### src/hw/quad_match_pkg.sv
// Behaviour
// - Bits 15:14 read zero; software writes zero.
// - Dual flag sets on position and revolution match.
// - Writing zero clears flag; writing one ignored.
// - Flags read one during read-modify-write.
// - Position mode leaving 00 with matches sets flag.
// - Position count or compare write match sets flag.
// - Revolution compare write match sets flag.
// - Revolution mode leaving 00 with matches sets flag.
// - Dual flag ignores compare role select.
// - Dual enable gates dual flag onto request.
// - Bit 11 holds direction at last wrap.
// - Bit 10 holds direction of last step.
// - Index before phase edge resets position counter, except in revolution mode 10.
// - That index edge leaves revolution counter unchanged.
// - Direction reversal sets reversal flag.
// - First reversal after mode 00 sets nothing.
// - Reversal enable gates reversal flag onto request.
// - Maximum position register, 16 bits, resets FFFF.
// - Count up at maximum flags overflow.
// - Underflow flags and reloads maximum position.
// - Count down at zero is underflow.
package quad_match_pkg;

	// ----------------------------------------------------------------
	// Register map
	// ----------------------------------------------------------------
	localparam logic [3:0] ADDR_ICTRL = 4'h0;
	localparam logic [3:0] ADDR_MAXPOS = 4'h4;

	// ----------------------------------------------------------------
	// Field positions within the interrupt control word
	// ----------------------------------------------------------------
	localparam int BIT_DUAL_FLAG = 13;
	localparam int BIT_DUAL_EN = 12;
	localparam int BIT_REV_FLAG = 9;
	localparam int BIT_REV_EN = 8;

	// ----------------------------------------------------------------
	// Reset values and constants
	// ----------------------------------------------------------------
	localparam logic [15:0] MAXPOS_RESET = 16'hFFFF;
	localparam logic [15:0] POS_ZERO = 16'h0000;
	localparam logic [1:0] RESERVED_VAL = 2'h0;
	localparam logic [7:0] LOW_BYTE_VAL = 8'h00;
	localparam logic [15:0] HIGH_HALF_VAL = 16'h0000;
	localparam logic [31:0] UNMAPPED_VAL = 32'h00000000;

	// ----------------------------------------------------------------
	// Counter modes
	// ----------------------------------------------------------------
	localparam logic [1:0] MODE_OFF = 2'h0;
	localparam logic [1:0] REV_MODE2 = 2'h2;

endpackage

### src/hw/direction_tracker.sv
`timescale 1ns/1ps
`default_nettype none
module direction_tracker (
	// Clock and reset
	input wire logic ref_clk,
	input wire logic rst_b,
	// Modes
	input wire logic [1:0] posMode,
	input wire logic [1:0] revMode,
	// Counting events
	input wire logic posStep,
	input wire logic posStepDown,
	input wire logic wrap,
	input wire logic phaseEdge,
	input wire logic indexEdge,
	// Results
	output logic lastStepDir,
	output logic lastWrapDir,
	output logic reversalEvent,
	output logic indexResetPos,
	output logic revInhibit
);

	logic modeOn;
	logic dirKnown;
	logic phaseSeen;
	logic earlyIndex;

	assign modeOn = posMode != quad_match_pkg::MODE_OFF;
	assign earlyIndex = indexEdge && modeOn && !phaseSeen;

	// Mode 00 forgets the direction, so the first later step only learns.
	always_ff @(posedge ref_clk or negedge rst_b) begin
		if (!rst_b) begin
			dirKnown <= 1'b0;
			phaseSeen <= 1'b0;
		end else if (!modeOn) begin
			dirKnown <= 1'b0;
			phaseSeen <= 1'b0;
		end else begin
			dirKnown <= dirKnown | posStep;
			phaseSeen <= phaseSeen | phaseEdge;
		end
	end

	always_ff @(posedge ref_clk or negedge rst_b) begin
		if (!rst_b) begin
			lastStepDir <= 1'b0;
			lastWrapDir <= 1'b0;
		end else begin
			if (posStep && modeOn) begin
				lastStepDir <= posStepDown;
			end
			if (wrap) begin
				lastWrapDir <= posStepDown;
			end
		end
	end

	always_ff @(posedge ref_clk or negedge rst_b) begin
		if (!rst_b) begin
			reversalEvent <= 1'b0;
			indexResetPos <= 1'b0;
			revInhibit <= 1'b0;
		end else begin
			reversalEvent <= posStep && modeOn && dirKnown &&
				(posStepDown != lastStepDir);
			indexResetPos <= earlyIndex &&
				(revMode != quad_match_pkg::REV_MODE2);
			revInhibit <= earlyIndex;
		end
	end

endmodule // direction_tracker
`default_nettype wire

### src/hw/dual_match_detect.sv
`timescale 1ns/1ps
`default_nettype none
module dual_match_detect (
	// Clock and reset
	input wire logic ref_clk,
	input wire logic rst_b,
	// Counter state
	input wire logic [15:0] posCount,
	input wire logic [15:0] posCompare,
	input wire logic [15:0] revCount,
	input wire logic [15:0] revCompare,
	input wire logic [1:0] posMode,
	input wire logic [1:0] revMode,
	// Register write strobes
	input wire logic posCountWr,
	input wire logic posCompareWr,
	input wire logic revCompareWr,
	// Event
	output logic dualSet
);

	logic qualified;
	logic prevQualified;
	logic anyWrite;

	// The role select never enters here, so both compare roles count.
	assign qualified = (posMode != quad_match_pkg::MODE_OFF) &&
		(revMode != quad_match_pkg::MODE_OFF) &&
		(posCount == posCompare) && (revCount == revCompare);
	assign anyWrite = posCountWr | posCompareWr | revCompareWr;

	always_ff @(posedge ref_clk or negedge rst_b) begin
		if (!rst_b) begin
			prevQualified <= 1'b0;
		end else begin
			prevQualified <= qualified;
		end
	end

	// A fresh match, a mode leaving 00, or a write that keeps a match.
	always_ff @(posedge ref_clk or negedge rst_b) begin
		if (!rst_b) begin
			dualSet <= 1'b0;
		end else begin
			dualSet <= qualified && (!prevQualified || anyWrite);
		end
	end

endmodule // dual_match_detect
`default_nettype wire

### src/hw/quad_position_match_direction_ctrl.sv
`timescale 1ns/1ps
`default_nettype none
module quad_position_match_direction_ctrl (
	// Clock and reset
	input wire logic ref_clk,
	input wire logic rst_b,
	// Wishbone slave
	input wire logic cyc_i,
	input wire logic stb_i,
	input wire logic we_i,
	input wire logic lock_i,
	input wire logic [3:0] adr_i,
	input wire logic [3:0] sel_i,
	input wire logic [31:0] dat_i,
	output logic [31:0] dat_o,
	output logic ack_o,
	// Counter state
	input wire logic [15:0] posCount,
	input wire logic [15:0] posCompare,
	input wire logic [15:0] revCount,
	input wire logic [15:0] revCompare,
	input wire logic [1:0] posMode,
	input wire logic [1:0] revMode,
	// Counting events
	input wire logic posStep,
	input wire logic posStepDown,
	input wire logic phaseEdge,
	input wire logic indexEdge,
	// Write strobes of the outer compare and count registers
	input wire logic posCountWr,
	input wire logic posCompareWr,
	input wire logic revCompareWr,
	// Position counter control
	output logic posLoad,
	output logic [15:0] posLoadValue,
	output logic overflowSet,
	output logic underflowSet,
	output logic indexResetPos,
	output logic revInhibit,
	// Interrupt requests
	output logic dualMatchIrq,
	output logic reversalIrq
);

	// ----------------------------------------------------------------
	// Bus decode
	// ----------------------------------------------------------------
	logic req;
	logic hitIctrl;
	logic hitMax;
	logic wrIctrl;
	logic wrMax;

	assign req = cyc_i && stb_i && !ack_o;
	assign hitIctrl = adr_i == quad_match_pkg::ADDR_ICTRL;
	assign hitMax = adr_i == quad_match_pkg::ADDR_MAXPOS;
	assign wrIctrl = req && we_i && hitIctrl && sel_i[1];
	// A byte lane alone cannot update the limit; both low lanes must be set.
	assign wrMax = req && we_i && hitMax && (sel_i[1:0] == 2'h3);

	// ----------------------------------------------------------------
	// Register storage
	// ----------------------------------------------------------------
	logic [15:0] maxPosition;
	logic dualFlag;
	logic dualEn;
	logic revFlag;
	logic revEn;
	logic next_dualFlag;
	logic next_dualEn;
	logic next_revFlag;
	logic next_revEn;
	logic dualSet;
	logic reversalEvent;
	logic lastStepDir;
	logic lastWrapDir;

	always_ff @(posedge ref_clk or negedge rst_b) begin
		if (!rst_b) begin
			maxPosition <= quad_match_pkg::MAXPOS_RESET;
		end else if (wrMax) begin
			maxPosition <= dat_i[15:0];
		end
	end

	// A set arriving with a clearing write wins, so no event is lost.
	always_comb begin
		next_dualFlag = dualFlag;
		next_revFlag = revFlag;
		next_dualEn = dualEn;
		next_revEn = revEn;
		if (wrIctrl) begin
			if (!dat_i[quad_match_pkg::BIT_DUAL_FLAG]) begin
				next_dualFlag = 1'b0;
			end
			if (!dat_i[quad_match_pkg::BIT_REV_FLAG]) begin
				next_revFlag = 1'b0;
			end
			next_dualEn = dat_i[quad_match_pkg::BIT_DUAL_EN];
			next_revEn = dat_i[quad_match_pkg::BIT_REV_EN];
		end
		if (dualSet) begin
			next_dualFlag = 1'b1;
		end
		if (reversalEvent) begin
			next_revFlag = 1'b1;
		end
	end

	always_ff @(posedge ref_clk or negedge rst_b) begin
		if (!rst_b) begin
			dualFlag <= 1'b0;
			revFlag <= 1'b0;
			dualEn <= 1'b0;
			revEn <= 1'b0;
		end else begin
			dualFlag <= next_dualFlag;
			revFlag <= next_revFlag;
			dualEn <= next_dualEn;
			revEn <= next_revEn;
		end
	end

	// Built from next values so each request equals flag AND enable now.
	always_ff @(posedge ref_clk or negedge rst_b) begin
		if (!rst_b) begin
			dualMatchIrq <= 1'b0;
			reversalIrq <= 1'b0;
		end else begin
			dualMatchIrq <= next_dualFlag && next_dualEn;
			reversalIrq <= next_revFlag && next_revEn;
		end
	end

	// ----------------------------------------------------------------
	// Bus answer
	// ----------------------------------------------------------------
	logic [7:0] ictrlByte;
	logic [31:0] next_datO;

	// While lock is held the access is a read-modify-write: flags read one.
	assign ictrlByte = {quad_match_pkg::RESERVED_VAL,
		dualFlag | lock_i, dualEn, lastWrapDir, lastStepDir,
		revFlag | lock_i, revEn};

	always_comb begin
		next_datO = quad_match_pkg::UNMAPPED_VAL;
		if (hitIctrl) begin
			next_datO = {quad_match_pkg::HIGH_HALF_VAL, ictrlByte,
				quad_match_pkg::LOW_BYTE_VAL};
		end else if (hitMax) begin
			next_datO = {quad_match_pkg::HIGH_HALF_VAL, maxPosition};
		end
	end

	always_ff @(posedge ref_clk or negedge rst_b) begin
		if (!rst_b) begin
			ack_o <= 1'b0;
			dat_o <= quad_match_pkg::UNMAPPED_VAL;
		end else begin
			ack_o <= req;
			if (req && !we_i) begin
				dat_o <= next_datO;
			end
		end
	end

	// ----------------------------------------------------------------
	// Overflow and underflow
	// ----------------------------------------------------------------
	logic modeOn;
	logic stepUp;
	logic stepDown;
	logic isOverflow;
	logic isUnderflow;

	assign modeOn = posMode != quad_match_pkg::MODE_OFF;
	assign stepUp = posStep && modeOn && !posStepDown;
	assign stepDown = posStep && modeOn && posStepDown;
	assign isOverflow = stepUp && (posCount == maxPosition);
	assign isUnderflow = stepDown &&
		(posCount == quad_match_pkg::POS_ZERO);

	always_ff @(posedge ref_clk or negedge rst_b) begin
		if (!rst_b) begin
			overflowSet <= 1'b0;
			underflowSet <= 1'b0;
			posLoad <= 1'b0;
			posLoadValue <= quad_match_pkg::POS_ZERO;
		end else begin
			overflowSet <= isOverflow;
			underflowSet <= isUnderflow;
			posLoad <= isOverflow || isUnderflow;
			if (isOverflow) begin
				posLoadValue <= quad_match_pkg::POS_ZERO;
			end else if (isUnderflow) begin
				posLoadValue <= maxPosition;
			end
		end
	end

	// ----------------------------------------------------------------
	// Match detection and direction tracking
	// ----------------------------------------------------------------
	dual_match_detect u_match (
		.ref_clk(ref_clk),
		.rst_b(rst_b),
		.posCount(posCount),
		.posCompare(posCompare),
		.revCount(revCount),
		.revCompare(revCompare),
		.posMode(posMode),
		.revMode(revMode),
		.posCountWr(posCountWr),
		.posCompareWr(posCompareWr),
		.revCompareWr(revCompareWr),
		.dualSet(dualSet)
	);

	direction_tracker u_dir (
		.ref_clk(ref_clk),
		.rst_b(rst_b),
		.posMode(posMode),
		.revMode(revMode),
		.posStep(posStep),
		.posStepDown(posStepDown),
		.wrap(isOverflow || isUnderflow),
		.phaseEdge(phaseEdge),
		.indexEdge(indexEdge),
		.lastStepDir(lastStepDir),
		.lastWrapDir(lastWrapDir),
		.reversalEvent(reversalEvent),
		.indexResetPos(indexResetPos),
		.revInhibit(revInhibit)
	);

	logic bothMatch;
	logic bothModes;
	assign bothMatch = (posCount == posCompare) && (revCount == revCompare);
	assign bothModes = modeOn && (revMode != quad_match_pkg::MODE_OFF);
endmodule // quad_position_match_direction_ctrl
`default_nettype wire

### config.mk
export PLATFORM = sky130hd
export DESIGN_NAME = quad_position_match_direction_ctrl
export DESIGN_NICKNAME = d
export VERILOG_FILES = /design/src/hw/quad_match_pkg.sv /design/src/hw/direction_tracker.sv /design/src/hw/dual_match_detect.sv /design/src/hw/quad_position_match_direction_ctrl.sv
export SDC_FILE = /design/constraint.sdc
export NUM_CORES = 1
export LEC_CHECK = 0
export BUFFER_PORTS_ARGS = -buffer_cell sky130_fd_sc_hd__buf_4
export CAP_MARGIN = 30
export CORE_ASPECT_RATIO = 0.7
export CORE_MARGIN = 2
export CORE_UTILIZATION = 40
export CTS_CLUSTER_SIZE = 10
export DETAILED_ROUTE_END_ITERATION = 16
export PLACE_DENSITY_LB_ADDON = 0.15
export SYNTH_ARGS = -nofsm -noshare
export SYNTH_HDL_FRONTEND = slang
export SYNTH_SLANG_ARGS = --single-unit
### constraint.sdc
create_clock -name ref_clk -period 2.4 [get_ports ref_clk]
set_input_delay 0 -clock ref_clk [delete_from_list [all_inputs] [get_ports ref_clk]]
set_output_delay 0 -clock ref_clk [all_outputs]
set_load 0.03 [all_outputs]
==> run metrics <==
synth warn=0; Finished Layout Cells=565; cts repair resizes=0; Die Area=9019 um^2; status=completed; Die Wd=112.7 um; Vias per Instance=4.828; crit end category=flip-flop; Tmin final=2.268 ns; WL final=9.246 mm; Final Skew=0.006444 ns; Pwr Total=2.902 mW; number of remaining DRC errors=0; slowest CP cell=dlygate4sd3_1; fin nets=580; EDFF count, synth=0; CP peak stage delay=0.57 ns; RSZ-0062 raised after global routing=false; syn_area_per_cell=11.76 um^2; Lkg Pwr=2.401 nW; worst path arrival time=2.53 ns; Setup violations, final=0; sequential element share of the synthesized area=51.32%; n_diodes=0; Worst-path clk slew=0.06 ns; GRT busiest layer=met2; Final TNS setup=0 ns; pre-CTS setup slack=0.5434 ns; pwr dens=580.4 nW/um^2; Initial Util=41.64%; R2R Setup Slk=0.54 ns; worst-path cell chain=dlygate4sd3_1 > buf_4 > nand2_1 > dlygate4sd3_1 > nor2_1 > and3_1 > nand3_2 > mux2_2; register bit total from synthesis=67; H-tree depth=3; CTS Buf Count=9; Main synth FF type=dfrtp_1; Via Count=2728; worst vdd ir=458.2 uV; std cell rows=27; largest net degree at the start of global routing=68; GRT Residual Overflow=0; Synth async-reset ratio=100.0%; die height=80.06 um; Final Cell Area=5000 um^2; fin crit share=94.48%; worst slew pin tran=0.8255 ns; first-pass GRT wire length=14.44 mm; initial antenna violation count=0; share of cells above drive strength 1=43.75%; I/O pin cnt=177; Mapped Area=3306 um^2; reg2reg start=maxPosition[14]$_DFFE_PN1P_; worst-skew pair later-pin latency=0.33 ns; Worst Hold End=dat_o[13]$_DFFE_PN0P_; Top delay family on crit path=buffers and inverters; Slew Viols, Final=0; GRT Overall Usage=21.43%; final hold vios=0; Pre-antenna DRT Iters=5; Worst Hold Path Cells=3; Cells after Synth=281; Post-CTS Setup Inserts=0; Clk Tree Root Cell=clkbuf_16; DRT iter0 DRCs=88; GP Congestion=0.7919; Cell Area, Placed=4422 um^2; worst reg2reg endpoint=u_dir.lastWrapDir$_DFFE_PN0P_; DP Cell Count=520; maximum buffer depth of the clock tree=2; Port Buffers=142; maximum clock frequency=0.4410 GHz; cell repeated most along the worst path=dlygate4sd3_1; Area growth, synth to finish=51.25%; dpl hpwl=6.989 mm; GRT met3 Usage=8.151%; crit path buf inv count=3; Post-DRT Antenna Nets=0; grt met2 use=32.16%; CTS tree=done; distinct cell type count after synthesis=38; vias in the first global route=2734; Regs by FF count=dat_o x16, maxPosition x16, posLoadValue x16; core area=7939 um^2; wire length per cell=16.36 um; met1 global-route usage=29.25%; Startpoint Class=primary input; normalized max-slew margin=44.96%; fin worst setup slack=0.1324 ns; HP Start=lock_i; Req. time, crit path=2.66 ns; Sinks on Clock Net=67; final hold slack=0.01542 ns; Crit Path Max Fanout=16; utilization after layout=62.98%; crit path kind=in2reg; R2R depth=6; max_cap viols=0; Hold WC Path Type=in2reg
-- cell type report --
class	instances	area, um^2
Inverter	5	18.77
Tap cell	101	126.4
Multi-Input combinational cell	202	1491
Clock buffer	11	252.7
Clock inverter	5	35.03
Timing Repair Buffer	174	1379
Sequential cell	67	1697
Fill cell	665	2939
-- how the worst max path moves through the flow --
stage | depth (start not counted) | slack [ns] | startpoint | to
after floorplan | 6 | 0.59 | maxPosition[14]$_DFFE_PN1P_ | posLoadValue[10]$_DFFE_PN0P_
after global placement | 6 | 0.57 | maxPosition[14]$_DFFE_PN1P_ | u_dir.lastWrapDir$_DFFE_PN0P_
after detailed placement | 6 | 0.54 | maxPosition[14]$_DFFE_PN1P_ | u_dir.lastWrapDir$_DFFE_PN0P_
after CTS | 8 | 0.16 | stb_i | maxPosition[4]$_DFFE_PN1P_
after global routing | 8 | 0.007 | stb_i | maxPosition[15]$_DFFE_PN1P_
final | 8 | 0.13 | stb_i | maxPosition[4]$_DFFE_PN1P_
-- cells in the mapped netlist, drive strengths merged (2+ instances only) --
cell type,number,area share [%]
o21ai,9,1.4
nor3,2,0.30
a22o,10,2.7
a31oi,2,0.38
a22oi,4,0.91
nor4,13,3.4
inv,5,0.57
xnor2,26,6.9
clkbuf,3,0.34
buf,19,4.4
mux2,18,6.1
mux2i,16,4.8
nand4,9,1.7
nor4b,2,0.98
a21boi,3,0.68
nor2,27,3.4
and3,2,0.38
nand2,10,1.1
dfstp,16,13
nand3,3,0.61
dfrtp,51,39
xor2,23,6.1
-- per-layer routing --
metal	wire [um]	up-vias	share of wire (%)
li1	-	1313	-
met1	4124	1295	45
met2	4240	112	46
met3	806	8	8.7
met4	76	0	0.82
met5	0	-	0
-- cells by family (layout without fill, tap and decap cells) --
group                     Yosys count  count (layout)  share of synthesized area, %
AOI/OAI and AO/OA                  30              30                         6.435
xor gates and xnor gates           49              49                         12.98
buffers and inverters              27             195                         5.261
DFF                                67              67                         51.32
muxes                              34              34                         10.98
other                               1              16                        0.1134
and+or+nand+nor                    73              73                         12.91
-- worst register-to-register path, stage by stage, from the launching register on --
cell and delay (ns):
dfstp_2 0.58, xor2_1 0.08, nor4_1 0.30, nand3_1 0.16
nor4_4 0.29, buf_4 0.23, o22ai_1 0.09
-- cell usage in the layout, fill, tap and decap left out, drive strengths merged, types with 7 or more instances in the layout --
cell type / n
buf: 145
dfrtp: 51
dlygate4sd3: 29
nor2: 27
xnor2: 26
xor2: 23
mux2: 18
mux2i: 16
conb: 16
dfstp: 16
nor4: 13
clkbuf: 11
nand2: 10
a22o: 10
nand4: 9
o21ai: 9
inv: 7
-- report_power, final --
part | switching, mW | total (mW) | internal [mW]
sequential | 0.0301 | 1.21 | 1.18
clock | 0.498 | 1.26 | 0.758
combinational | 0.208 | 0.440 | 0.231
total | 0.736 | 2.90 | 2.17
-- repair_timing --
action / in CTS / in global routing
setup endpoints to repair: 0 / 0
hold buffers: 29 / 0
hold endpoints to repair: 77 / 0
Power figures use the tool's default switching activity.
